--- config.mk ---
export PLATFORM = sky130hd
export DESIGN_NAME = chps_home_paper
export DESIGN_NICKNAME = d
export VERILOG_FILES = /design/src/design/chps_pkg.sv /design/src/design/chps_step_if.sv /design/src/design/chps_step_timer.sv /design/src/design/chps_home_paper.sv
export SDC_FILE = /design/constraint.sdc
export NUM_CORES = 1
export LEC_CHECK = 0
export BUFFER_PORTS_ARGS = -buffer_cell sky130_fd_sc_hd__buf_2
export CORE_UTILIZATION = 50
export CTS_BUF_LIST = sky130_fd_sc_hd__clkbuf_8
export DETAILED_ROUTE_END_ITERATION = 8
export PLACE_DENSITY = 0.68
export SLEW_MARGIN = 15
export SYNTH_ARGS = -nofsm -noshare
export SYNTH_HDL_FRONTEND = slang
export SYNTH_SLANG_ARGS = --single-unit
--- constraint.sdc ---
create_clock -name clock -period 1.9 [get_ports clock]
set_input_delay 0 -clock clock [delete_from_list [all_inputs] [get_ports clock]]
set_output_delay 0 -clock clock [all_outputs]
set_load 0.005 [all_outputs]
--- src/design/chps_pkg.sv ---
// chps_pkg: constants and types shared by the carriage home and paper sense logic
// assumes a single 20 MHz clock and synchronous active-low reset
package chps_pkg;
  localparam int          CLK_HZ        = 20000000;
  localparam int          STEP_US       = 1000;
  localparam int          STEP_CYC      = (CLK_HZ / 1000000) * STEP_US;
  localparam int          NOZZLES       = 56;
  localparam logic [5:0]  NOZZLE_FIRST  = 6'h01;
  localparam logic [5:0]  NOZZLE_LAST   = 6'h38;
  localparam int          CNT_W         = 16;
  localparam logic [15:0] NUDGE_STEPS   = 16'h0010;
  localparam logic [15:0] HIGH_MAX      = 16'h0200;
  localparam logic [15:0] RIGHT_MAX     = 16'h1000;
  localparam logic [15:0] JAM_STEPS     = 16'h0800;
  localparam logic [15:0] CNT_ZERO      = 16'h0000;
  localparam logic [15:0] CNT_ONE       = 16'h0001;
  localparam logic [1:0]  SYNC_ZERO     = 2'h0;

  typedef enum logic [1:0] {
    CHPS_CM_STOP  = 2'b00,
    CHPS_CM_LEFT  = 2'b01,
    CHPS_CM_RIGHT = 2'b10
  } chps_cmove_e;

  // 3-stage sample with agreement of stages 2 and 3
  function automatic logic chps_agree(input logic [2:0] s, input logic prev);
    return (s[1] == s[2]) ? s[2] : prev;
  endfunction
endpackage

--- src/design/chps_step_if.sv ---
// chps_step_if: step pacing handshake between the sequencer and step timer
// assumes both ends share the block clock
`timescale 1ns/1ps
interface chps_step_if;
  logic run;
  logic tick;
  modport ctrl  (output run, input tick);
  modport timer (input run, output tick);
endinterface

--- src/design/chps_step_timer.sv ---
// chps_step_timer: one-cycle step pulse every STEP_CYC clocks while run
// assumes run from same-clock logic
`timescale 1ns/1ps
module chps_step_timer
  import chps_pkg::*;
(
  input  wire logic  clock,
  input  wire logic  resetn,
  chps_step_if.timer stp
);
  typedef struct packed {
    logic [CNT_W-1:0] cnt;
    logic             tick;
  } chps_tmr_s;

  chps_tmr_s st_q;
  chps_tmr_s st_d;

  always_comb begin
    st_d      = st_q;
    st_d.tick = 1'b0;
    if (!stp.run) begin
      st_d.cnt = CNT_ZERO;
    end else if (st_q.cnt == CNT_W'(STEP_CYC - 1)) begin
      st_d.cnt  = CNT_ZERO;
      st_d.tick = 1'b1;
    end else begin
      st_d.cnt = st_q.cnt + CNT_ONE;
    end
  end

  always_ff @(posedge clock) begin
    if (!resetn) begin
      st_q <= '0;
    end else begin
      st_q <= st_d;
    end
  end

  assign stp.tick = st_q.tick;
endmodule

--- src/design/chps_home_paper.sv ---
// chps_home_paper: paper-in sensing for tray feed and carriage home search
// assumes sensor pins are asynchronous; motor drivers take step pulses
//
// Operation
// job start, bypass empty, tray loaded: run feed motor to pull a sheet
// during tray feed, paper sensor high-to-low marks the leading edge
// no high-to-low within jam timeout after feed start declares a jam
// while sheet exits, paper sensor low-to-high marks the trailing edge
// home sensor high means slit blocks path, low means path open
// home reads low at home; high while crossing slit leftward
// search starts with a small leftward move then samples home sensor
// sample low: go right through low-high, home at next high-low
// sample high: near home, go right, home at first high-low
// sensor high too long: flag fault and stop carriage
// sensor stuck low: travel right to frame, then stop motor
// nozzle test lines ordered left to right, nozzle 1 to 56
// jam timeout is a step count; expiry flags jam, stops feed
// rightward travel bounded; overrun flags stuck-low fault, halts
`timescale 1ns/1ps
module chps_home_paper
  import chps_pkg::*;
(
  input  wire logic              clock,
  input  wire logic              resetn,
  input  wire logic              jobStart,
  input  wire logic              bypassPresent,
  input  wire logic              trayLoaded,
  input  wire logic              sheetEject,
  input  wire logic              homeStart,
  input  wire logic              nozzleTestStart,
  input  wire logic              paperSense,
  input  wire logic              homeSense,
  output logic                   feedRun,
  output logic                   feedStep,
  output logic                   leadEdge,
  output logic                   trailEdge,
  output logic                   paperJam,
  output logic                   carriageStep,
  output chps_pkg::chps_cmove_e  carriageDir,
  output logic                   homeFound,
  output logic                   homeBusy,
  output logic                   homeStuckHigh,
  output logic                   homeStuckLow,
  output logic                   nozzleFire,
  output logic [5:0]             nozzleIndex
);
  import chps_pkg::*;

  // ----------------------------------------------------------------
  // state
  // ----------------------------------------------------------------
  typedef enum logic [1:0] {
    CHPS_PF_IDLE  = 2'b00,
    CHPS_PF_FEED  = 2'b01,
    CHPS_PF_HOLD  = 2'b10,
    CHPS_PF_EXIT  = 2'b11
  } chps_pfeed_e;

  typedef enum logic [2:0] {
    CHPS_HS_IDLE  = 3'b000,
    CHPS_HS_NUDGE = 3'b001,
    CHPS_HS_FIND  = 3'b010,
    CHPS_HS_CROSS = 3'b011,
    CHPS_HS_DONE  = 3'b100,
    CHPS_HS_FAULT = 3'b101
  } chps_hstate_e;

  typedef struct packed {
    logic [2:0]       paperSync;
    logic [2:0]       homeSync;
    logic             paperLvl;
    logic             homeLvl;
    chps_pfeed_e      pf;
    logic [CNT_W-1:0] jamCnt;
    logic             leadEdge;
    logic             trailEdge;
    logic             paperJam;
    chps_hstate_e     hs;
    logic [CNT_W-1:0] moveCnt;
    logic [CNT_W-1:0] highCnt;
    logic             homeFound;
    logic             stuckHigh;
    logic             stuckLow;
    logic             nozBusy;
    logic [5:0]       nozIdx;
    logic             nozFire;
  } chps_state_s;

  chps_state_s st_q;
  chps_state_s st_d;

  chps_step_if stp ();

  chps_step_timer u_timer (
    .clock  (clock),
    .resetn (resetn),
    .stp    (stp)
  );

  logic paperNew;
  logic homeNew;

  // ----------------------------------------------------------------
  // next state
  // ----------------------------------------------------------------
  always_comb begin
    st_d           = st_q;
    st_d.leadEdge  = 1'b0;
    st_d.trailEdge = 1'b0;
    st_d.nozFire   = 1'b0;
    st_d.paperSync = {st_q.paperSync[1:0], paperSense};
    st_d.homeSync  = {st_q.homeSync[1:0], homeSense};
    paperNew       = chps_agree(st_q.paperSync, st_q.paperLvl);
    // high = slit blocks the beam, low = beam open
    homeNew        = chps_agree(st_q.homeSync, st_q.homeLvl);
    st_d.paperLvl  = paperNew;
    st_d.homeLvl   = homeNew;

    case (st_q.pf)
      CHPS_PF_IDLE: begin
        if (jobStart && !bypassPresent && trayLoaded) begin
          st_d.pf       = CHPS_PF_FEED;
          st_d.jamCnt   = CNT_ZERO;
          st_d.paperJam = 1'b0;
        end
      end
      CHPS_PF_FEED: begin
        if (st_q.paperLvl && !paperNew) begin
          st_d.leadEdge = 1'b1;
          st_d.pf       = CHPS_PF_HOLD;
        end else if (st_q.jamCnt >= JAM_STEPS) begin
          st_d.paperJam = 1'b1;
          st_d.pf       = CHPS_PF_IDLE;
        end else if (stp.tick) begin
          st_d.jamCnt = st_q.jamCnt + CNT_ONE;
        end
      end
      CHPS_PF_HOLD: begin
        if (sheetEject) begin
          st_d.pf = CHPS_PF_EXIT;
        end
      end
      CHPS_PF_EXIT: begin
        if (!st_q.paperLvl && paperNew) begin
          st_d.trailEdge = 1'b1;
          st_d.pf        = CHPS_PF_IDLE;
        end
      end
      default: st_d.pf = CHPS_PF_IDLE;
    endcase

    // long high run is never normal; counted in steps while moving
    if (!st_q.homeLvl) begin
      st_d.highCnt = CNT_ZERO;
    end else if (stp.tick && homeBusy) begin
      st_d.highCnt = st_q.highCnt + CNT_ONE;
    end

    case (st_q.hs)
      CHPS_HS_IDLE: begin
        if (homeStart) begin
          st_d.hs        = CHPS_HS_NUDGE;
          st_d.moveCnt   = CNT_ZERO;
          st_d.highCnt   = CNT_ZERO;
          st_d.homeFound = 1'b0;
          st_d.stuckHigh = 1'b0;
          st_d.stuckLow  = 1'b0;
        end
      end
      CHPS_HS_NUDGE: begin
        if (stp.tick) begin
          st_d.moveCnt = st_q.moveCnt + CNT_ONE;
        end
        if (st_q.moveCnt >= NUDGE_STEPS) begin
          st_d.moveCnt = CNT_ZERO;
          // low: left of slit; high: inside slit, near home
          st_d.hs = st_q.homeLvl ? CHPS_HS_CROSS : CHPS_HS_FIND;
        end
      end
      CHPS_HS_FIND: begin
        if (homeNew) begin
          st_d.hs = CHPS_HS_CROSS;
        end
      end
      CHPS_HS_CROSS: begin
        if (st_q.homeLvl && !homeNew) begin
          st_d.hs        = CHPS_HS_DONE;
          st_d.homeFound = 1'b1;
        end
      end
      default: begin
        if (homeStart) begin
          st_d.hs = CHPS_HS_IDLE;
        end
      end
    endcase

    if (homeBusy && st_q.highCnt >= HIGH_MAX) begin
      st_d.hs        = CHPS_HS_FAULT;
      st_d.stuckHigh = 1'b1;
    end else if ((st_q.hs == CHPS_HS_FIND || st_q.hs == CHPS_HS_CROSS)
                 && stp.tick) begin
      st_d.moveCnt = st_q.moveCnt + CNT_ONE;
      // no home edge before the frame stop: stuck-low
      if (st_q.moveCnt >= RIGHT_MAX) begin
        st_d.hs       = CHPS_HS_FAULT;
        st_d.stuckLow = 1'b1;
      end
    end

    // one line per nozzle, fired in order 1..56 left to right
    if (!st_q.nozBusy) begin
      if (nozzleTestStart) begin
        st_d.nozBusy = 1'b1;
        st_d.nozIdx  = NOZZLE_FIRST;
      end
    end else if (st_q.nozFire) begin
      // advance only after the pulse, so each fire carries its own index
      if (st_q.nozIdx == NOZZLE_LAST) begin
        st_d.nozBusy = 1'b0;
      end else begin
        st_d.nozIdx = st_q.nozIdx + NOZZLE_FIRST;
      end
    end else if (stp.tick) begin
      st_d.nozFire = 1'b1;
    end
  end

  always_ff @(posedge clock) begin
    if (!resetn) begin
      st_q <= '0;
    end else begin
      st_q <= st_d;
    end
  end

  // ----------------------------------------------------------------
  // outputs
  // ----------------------------------------------------------------
  assign homeBusy = (st_q.hs == CHPS_HS_NUDGE) || (st_q.hs == CHPS_HS_FIND)
                    || (st_q.hs == CHPS_HS_CROSS);
  assign stp.run  = homeBusy || (st_q.pf == CHPS_PF_FEED) || st_q.nozBusy;

  always_comb begin
    case (st_q.hs)
      CHPS_HS_NUDGE: carriageDir = CHPS_CM_LEFT;
      CHPS_HS_FIND:  carriageDir = CHPS_CM_RIGHT;
      CHPS_HS_CROSS: carriageDir = CHPS_CM_RIGHT;
      default:       carriageDir = CHPS_CM_STOP;
    endcase
  end

  assign feedRun       = (st_q.pf == CHPS_PF_FEED);
  assign feedStep      = feedRun && stp.tick;
  assign carriageStep  = homeBusy && stp.tick;
  assign leadEdge      = st_q.leadEdge;
  assign trailEdge     = st_q.trailEdge;
  assign paperJam      = st_q.paperJam;
  assign homeFound     = st_q.homeFound;
  assign homeStuckHigh = st_q.stuckHigh;
  assign homeStuckLow  = st_q.stuckLow;
  assign nozzleFire    = st_q.nozFire;
  assign nozzleIndex   = st_q.nozIdx;
endmodule

After elaboration in Yosys (flattened, before gate mapping)
Cells that the tools add are included.
{"block": "classes", "add_sub_neg": 5, "n_lt_le_gt_ge": 4, "eq_ne": 22, "mux": 49, "bitwise": 3, "n_reduce_logical": 38}
{"op": "$mux W16", "count": 8}
{"op": "$add A16 B1 Y16 const B", "count": 4}
{"op": "$pmux W16 S2", "count": 2}
{"op": "$mux W19", "count": 2}
{"op": "$mux W38", "count": 1}
{"op": "$mux W7", "count": 3}
{"op": "$mux W18", "count": 1}
{"op": "$ne A2 B2 Y1 const B", "count": 9}
{"op": "$eq A16 B15 Y1 const B", "count": 1}
{"op": "$ge A16 B10 Y1 const B", "count": 1}
{"op": "$ge A16 B12 Y1 const B", "count": 1}
{"op": "$ge A16 B13 Y1 const B", "count": 1}
{"op": "$ge A16 B5 Y1 const B", "count": 1}
{"op": "$mux W1", "count": 16}
{"op": "$mux W3", "count": 5}
{"op": "$pmux W3 S4", "count": 1}
{"op": "$mux W2", "count": 5}
{"op": "$reduce_bool A2 Y1", "count": 5}
{"op": "$logic_and A1 B1 Y1", "count": 9}
{"op": "$pmux W2 S4", "count": 1}
{"op": "$reduce_and A2 Y1", "count": 4}
{"op": "$reduce_and A4 Y1", "count": 2}
{"op": "$add A6 B1 Y6 const B", "count": 1}
{"op": "$eq A3 B2 Y1 const B", "count": 2}
{"op": "19 further kinds", "count": 35}
{"block": "totals", "reg_bits": 92, "input_bits": 10}

Depth between registers and ports, before layout
Gate-level depths: netlist of the first run.
{"block": "depth", "word_depth": 11, "depth_mapped": 8, "mapped_depth_nobuf": 6}

Cells and area by module
Synthesis of the first run repeated with hierarchy kept, for this count alone.
{"block": "unflattened", "hier_cells": 505, "hier_area_um2": 4321.6}
{"mod": "chps_home_paper", "instances": 1, "cells_each": 422, "area_each_um2": 3554.7, "seq_area_each_um2": 1501.4}
{"mod": "chps_step_timer", "instances": 1, "cells_each": 83, "area_each_um2": 767.0, "seq_area_each_um2": 340.3}

Worst setup path after synthesis of the first run
OpenSTA, ideal clock, no wires.
{"block": "synth_timing", "path_kind": "flip-flop to flip-flop", "startpoint": "register st_q[22] (netlist name)", "endpoint": "register st_q[34] (netlist name)", "setup_ns": 0.072, "arrival_time_ns": 1.947, "required_ns": 1.828, "slack_ns": -0.119, "stages_incl_launch_ff": 8, "path_buffers": 2, "period_less_slack_ns": 2.019, "cell_sequence": "dfxtp_1 -> or4_4 -> or3_1 -> buf_6 -> a21oi_4 -> buf_6 -> nand4_1 -> mux2i_1"}
{"block": "synth_via", "elab_chain_len": 3}
{"element": "from (decl)", "line": "chps_home_paper.sv:89", "rtl": "chps_state_s st_q;"}
{"element": "from (signal assigned)", "line": "chps_home_paper.sv:233", "rtl": "st_q <= st_d;"}
{"element": "$ge A16 B10 Y1", "line": "chps_home_paper.sv:198", "rtl": "if (homeBusy && st_q.highCnt >= HIGH_MAX) begin"}
{"element": "$logic_and A1 B1 Y1", "line": "chps_home_paper.sv:198"}
{"element": "$mux W16", "line": "chps_home_paper.sv:198"}
Every way passes these cells.
A chain may end at the register's enable or synchronous reset.

Worst setup path in the final report of the first run
{"block": "layout_timing", "startpoint": "register st_q[20] (netlist name)", "endpoint": "register st_q[42] (netlist name)"}
Same word-level chain as after synthesis.

==> impl_metrics.json, run 1 <==
{
  "status": "finished, violations left",
  "violations": "setup timing",
  "cp_max_fo": 8,
  "layout_commonest_cell": "dfxtp_1",
  "cts_buffers": 9,
  "synthCells": 504,
  "dpl.hpwl_um": 6510,
  "htree_levels": 3,
  "fin_skew_ns": 0.0118,
  "grt_pass1_vias": 3539,
  "async_flop_share_pct": 0,
  "crit_path_start_kind": "flop",
  "synth_seq_cells": 92,
  "grt_max_degree": 24,
  "die_area_um2": 9000,
  "worstPathArrival_ns": 2.28,
  "antenna_found_initial": 0,
  "areaGrowthSynthToFinish_pct": 20.5,
  "timing.rr.start": "st_q[20]$_SDFF_PN0_",
  "instances_no_fill": 688,
  "worst_slack_ns": -0.0794,
  "timing.final.crit_period_ns": 1.98,
  "post_dp_cell_area_um2": 4820,
  "first_pass_iters": 5,
  "end_kind": "flop",
  "p_total_mw": 3.52,
  "grt_pass1_wl_um": 15700,
  "routed_via_density": 5.41,
  "postSynthAreaPerCell_um2": 8.55,
  "r2r_cells": 6,
  "drive_gt1_share_pct": 22.3,
  "fmax_mhz": 505,
  "worst_slew_pin_slew_ns": 0.536,
  "r2r_end": "st_q[42]$_SDFF_PN0_",
  "max-clock-path-buffers": 2,
  "cts_tree": "yes",
  "fin_nets": 597,
  "layout_common_cells": "dfxtp_1 (91), nor2_1 (77), buf_4 (49), nand2_1 (44), buf_2 (29)",
  "ys.flop_type": "dfxtp_1",
  "initial_utilization_pct": 52.0,
  "max_slew_margin_pct": 64.2,
  "postLayoutCellArea_um2": 5190,
  "post-route-drc-count": 0,
  "dp_cells": 661,
  "rows": 33,
  "cp-startpoint": "st_q[20]$_SDFF_PN0_",
  "port_buffers": 28,
  "netlist-cell-type-count": 56,
  "synth_seq_area_share_pct": 42.7,
  "die_h_um": 94.9,
  "cap_violations": 0,
  "core-area_um2": 8300,
  "ir_drop_v": 0.000406,
  "antenna_left": 0,
  "grt_util_met1_pct": 27.8,
  "crit_type": "flop to flop",
  "drt_iter0_markers": 150,
  "endpoint": "st_q[42]$_SDFF_PN0_",
  "met2_usage_pct": 37.7,
  "antennaDiodeCount": 0,
  "synth-edff-count": 0,
  "hold_viol_final": 0,
  "gp_congestion": 0.820,
  "yosys_warnings": 0,
  "grt.busiest_layer": "met2",
  "syn_area_um2": 4310,
  "cts_sinks": 92,
  "fp.dieW_um": 94.9,
  "p_per_area_nw_per_um2": 677,
  "met3_usage_pct": 3.38,
  "holdWs_ns": 0.0809,
  "rsz0062_at_grt": "yes",
  "r2r_slack_ns": -0.08,
  "clock-root-buffer": "clkbuf_8",
  "clk_latency_ns": 0.36,
  "power_leakage_nw": 2.11,
  "wl_um": 9310,
  "overflow": 0,
  "post_drt_wl_per_cell_um": 13.5,
  "maxSlewViolCount": 0,
  "hold_class": "input port to flop",
  "setup_viol": 6,
  "track_usage_pct": 22.2,
  "clk_pin_slew_worst_paths_ns": 0.09,
  "period_share_pct": 104,
  "routed-via-count": 3721,
  "io_pins": 29,
  "synth_fp_nets": 523,
  "cp.required_ns": 2.20
}
[state kept, by name (all words and copies together) (netlist names), named ones only]
| signal | count |
|---|---|
| nozzleIndex | 6 |
| u_timer.st_q | 16 |
| homeStuckLow | 1 |
| homeFound | 1 |
| st_d | 4 |
| paperJam | 1 |
| trailEdge | 1 |
| leadEdge | 1 |
| u_timer.stp.tick | 1 |
| homeStuckHigh | 1 |
| st_q | 57 |
| nozzleFire | 1 |
[critical path, cell delays in order (launching register included)]
cell and delay (ns):
dfxtp_2 0.33, or4_4 0.57, or3_4 0.38, a21oi_4 0.21
buf_6 0.15, nor3b_2 0.18, a21o_1 0.11
[repair_timing]
item,in CTS,in global routing
hold buffers,4,0
resized for setup,11,12
hold endpoints to repair,4,0
setup buffers,3,4
pin swaps,7,8
cloned,1,0
endpoints found under the setup margin,15,16
[report_power, final]
| group | internal (mW) | switching, mW |
|---|---|---|
| sequential | 1.95 | 0.0139 |
| combinational | 0.0980 | 0.114 |
| clock | 0.645 | 0.699 |
| total | 2.69 | 0.827 |
[per-stage QoR]
stage	util [%]	setup TNS (ns)	setup slack (ns)
2_1_floorplan	-	-0.188	-0.0822
3_3_place_gp	58.1	-3.59	-0.443
3_5_place_dp	58.1	-5.06	-0.583
4_1_cts	61.8	-0.0383	-0.0216
5_1_grt	62.6	-0.629	-0.129
6_report	62.6	-0.135	-0.0794
[cell usage after synthesis (2+ instances only)]
cell type / number / share of area, %
and3_1: 13 / 1.9
buf_6: 4 / 1.0
ha_1: 9 / 2.6
o21ai_0: 14 / 1.6
inv_1: 18 / 1.6
and4_1: 11 / 2.2
nor2_1: 77 / 6.7
nand4_1: 21 / 3.0
a211oi_1: 5 / 0.87
nand2b_1: 2 / 0.29
nand3b_1: 3 / 0.52
or2_2: 2 / 0.29
buf_4: 6 / 1.0
nor4_1: 8 / 1.2
xnor2_1: 20 / 4.1
clkbuf_1: 15 / 1.3
a21o_2: 5 / 1.0
o21a_1: 5 / 0.87
a31oi_1: 9 / 1.3
and4b_1: 2 / 0.46
xor2_1: 22 / 4.5
and3_2: 2 / 0.35
o2111ai_1: 3 / 0.61
dfxtp_1: 92 / 43
nand3_1: 15 / 1.7
a21oi_1: 18 / 2.1
nand2_1: 44 / 3.8
nor2b_1: 5 / 0.73
and2_1: 7 / 1.0
or3_1: 2 / 0.29
nor3b_1: 4 / 0.70
a21o_1: 3 / 0.52
nor3_1: 10 / 1.2
o22ai_1: 2 / 0.29
a22o_2: 5 / 1.2
[area by class of cell]
class / count / area, um^2
tap: 105 / 131
clock buffer: 10 / 138
sequential: 92 / 1840
clock inverter: 6 / 62.6
inverter: 19 / 71.3
timing repair buffer: 89 / 632
multi-input combinational: 367 / 2320
fill: 730 / 3100
[cells by family after synthesis]
group	count (synthesis)	synth area share, %
XOR/XNOR	42	8.53
AO/OA/AOI/OAI	80	12.7
flip-flops	92	42.7
adder cells (fa/ha/maj)	10	2.84
AND/OR/NAND/NOR	234	27.8
buffers and inverters	45	5.16
multiplexers	1	0.232
[per-layer routing]
metal  share of wire [%]  routed length [um]
met1                  48                4490
met5                   0                   0
met4                 2.0                 188
met3                 3.0                 277
met2                  47                4350
[worst min-delay path by stage]
| stage | from | end | slack [ns] | cells past startpoint |
|---|---|---|---|---|
| 2_1_floorplan | homeSense | st_d[70]$_SDFF_PN0_ | 0.13 | 1 |
| 3_3_place_gp | paperSense | st_d[73]$_SDFF_PN0_ | 0.21 | 2 |
| 3_5_place_dp | paperSense | st_d[73]$_SDFF_PN0_ | 0.22 | 2 |
| 4_1_cts | homeStart | st_q[45]$_SDFF_PN0_ | 0.07 | 4 |
| 5_1_grt | homeStart | st_q[45]$_SDFF_PN0_ | 0.12 | 4 |
| 6_report | homeStart | st_q[45]$_SDFF_PN0_ | 0.08 | 4 |
No activity file was read; power rests on OpenSTA's default activity.
==> run 2: changes to the inputs <==
--- a/config.mk
+++ b/config.mk
@@ -5,11 +5,12 @@
 export SDC_FILE = /design/constraint.sdc
 export NUM_CORES = 1
 export LEC_CHECK = 0
+export ABC_AREA = 1
 export BUFFER_PORTS_ARGS = -buffer_cell sky130_fd_sc_hd__buf_2
 export CORE_UTILIZATION = 50
 export CTS_BUF_LIST = sky130_fd_sc_hd__clkbuf_8
 export DETAILED_ROUTE_END_ITERATION = 8
-export PLACE_DENSITY = 0.68
+export PLACE_DENSITY = 0.67
 export SLEW_MARGIN = 15
 export SYNTH_ARGS = -nofsm -noshare
 export SYNTH_HDL_FRONTEND = slang
==> impl_metrics.json, run 2 <==
{
  "fp.dieW_um": 100,
  "die_h_um": 100,
  "clk_pin_slew_worst_paths_ns": 0.09,
  "synthCells": 688,
  "top_register": "st_q",
  "dpl.hpwl_um": 7310,
  "antenna_found_initial": 0,
  "period_share_pct": 88.0,
  "postSynthAreaPerCell_um2": 7.00,
  "p_per_area_nw_per_um2": 648,
  "max_slew_margin_pct": 64.7,
  "crit_path_start_kind": "flop",
  "yosys_warnings": 0,
  "cts_tree": "yes",
  "first_pass_iters": 4,
  "clk_latency_ns": 0.35,
  "synth_top_cell_by_area": "dfxtp_1",
  "worst_slack_ns": 0.228,
  "yosysMostFrequentCell": "nand2_1",
  "synth_seq_area_share_pct": 38.2,
  "hold_viol_final": 0,
  "finalSetupTns_ns": 0,
  "routed-via-count": 4290,
  "post-route-drc-count": 0,
  "grt_pass1_vias": 3923,
  "gp_congestion": 0.814,
  "power_leakage_nw": 2.21,
  "synth-edff-count": 0,
  "synthTopCellsByArea": "dfxtp_1 (38%), nand2_1 (11%), inv_1 (7.6%)",
  "initial_utilization_pct": 51.9,
  "cp.required_ns": 2.15,
  "port_buffers": 28,
  "end_kind": "flop",
  "overflow": 0,
  "track_usage_pct": 20.8,
  "fin_skew_ns": 0.00644,
  "wl_um": 9900,
  "areaGrowthSynthToFinish_pct": 10.4,
  "fin_nets": 742,
  "maxSlewViolCount": 0,
  "async_flop_share_pct": 0,
  "layout_common_cells": "nand2_1 (142), inv_1 (98), dfxtp_1 (92), nor2_1 (82), nand3_1 (48)",
  "max-clock-path-buffers": 2,
  "drt_iter0_markers": 133,
  "setup_viol": 0,
  "worst_slew_pin_slew_ns": 0.528,
  "cap_violations": 0,
  "cts_sinks": 92,
  "holdWs_ns": 0.116,
  "netlist-cell-type-count": 50,
  "drive_gt1_share_pct": 12.6,
  "fmax_mhz": 598,
  "antennaDiodeCount": 0,
  "io_pins": 29,
  "grt_max_degree": 26,
  "cp_max_fo": 11,
  "rows": 35,
  "largest_reg_flops": 57,
  "dp_slack_ns": 0.209,
  "post_drt_wl_per_cell_um": 11.6,
  "cts_buffers": 9,
  "htree_levels": 3,
  "grt_pass1_wl_um": 17000,
  "antenna_left": 0,
  "timing.final.crit_period_ns": 1.67,
  "rsz0062_at_grt": "no",
  "crit_type": "flop to flop",
  "p_total_mw": 3.45,
  "routed_via_density": 5.01,
  "ir_drop_v": 0.000303,
  "status": "finished, final reports clean",
  "core-area_um2": 9280,
  "ys.flop_type": "dfxtp_1",
  "synth_seq_cells": 92,
  "syn_area_um2": 4820,
  "die_area_um2": 10000,
  "worstPathArrival_ns": 1.93,
  "layout_commonest_cell": "nand2_1",
  "hold_class": "input port to flop",
  "yosys.area.top_type_share_pct": 38.2,
  "clock-root-buffer": "clkbuf_8",
  "synth_fp_nets": 707,
  "synthTopCellsByCount": "nand2_1 (142), inv_1 (98), dfxtp_1 (92), nor2_1 (82), nand3_1 (49)"
}
-- run 2: cell types whose count changed in the layout (fill, tap and decap cells not counted), moves of 7 or more --
cell / change
a21oi_1: +22
and3_1: -9
and4_1: -11
buf_4: -42
buf_6: -7
inv_1: +78
nand2_1: +98
nand3_1: +33
nand4_1: -7
nor3_1: +18
o21ai_0: +18
xnor2_1: -17
-- run 2: layer usage --
metal  global-route usage (%)  share of wire (%)  vias to the layer above
li1                         -                  -                     2266
met1                     26.4                 49                     1944
met2                     35.4                 47                       70
met3                     3.90                3.2                       10
met4                     7.02                1.1                        0
met5                        0                  0                        -
-- run 2: area by class of cell --
type                       count  area, um^2
inverter                     106         400
timing repair buffer          42         263
clock buffer                  11         151
fill                         887        3960
tap                          129         161
multi-input combinational    472        2460
clock inverter                 5        45.0
sequential                    92        1840
-- run 2: path summary, 6_finish.rpt --
kind | slack, ns | cells after the start | endpoint | start
worst max-delay path | 0.23 | 6 | st_q[55]$_SDFFE_PN0P_ | u_timer.stp.tick$_SDFF_PN0_
worst min-delay path | 0.12 | 6 | st_q[65]$_SDFFE_PN0P_ | sheetEject
worst max register to register | 0.23 | 6 | st_q[55]$_SDFFE_PN0P_ | u_timer.stp.tick$_SDFF_PN0_
worst min register to register | 0.43 | 2 | st_d[74]$_SDFF_PN0_ | st_d[73]$_SDFF_PN0_
-- run 2: logic make-up after synthesis --
logic type,after synthesis,synth area share (%)
buffers and inverters,124,10.9
AND/OR/NAND/NOR,349,33.6
adder cells (fa/ha/maj),9,2.34
AO/OA/AOI/OAI,90,10.6
flip-flops,92,38.2
XOR/XNOR,24,4.36
-- run 2: where the power goes --
group | leakage (nW) | switching (mW) | total (mW) | internal [mW]
sequential | 0.743 | 0.0189 | 1.97 | 1.95
clock | 0.0976 | 0.717 | 1.28 | 0.564
combinational | 1.37 | 0.134 | 0.203 | 0.0694
total | 2.21 | 0.869 | 3.45 | 2.58
-- run 2: through the flow --
step | std cells | instance area (um^2) | utilization [%]
floorplan | 688 | 4820 | -
global placement | 834 | 5050 | 54.4
detailed placement | 834 | 5050 | 54.4
CTS | 857 | 5320 | 57.3
global route | 857 | 5320 | 57.3
finish | 857 | 5320 | 57.3
-- run 2: critical path, stage by stage (launching register included) --
cell     delay (ns)
dfxtp_1        0.52
inv_2          0.20
o21ai_0        0.25
nand2_2        0.18
inv_2          0.20
nand2_1        0.06
and3_1         0.17
-- run 2: timing repair --
action	4_1_cts	5_1_grt
endpoints found under the hold margin	7	0
hold buffers	7	0
resized for setup	0	1
setup buffers	0	0
setup endpoints to repair	0	2
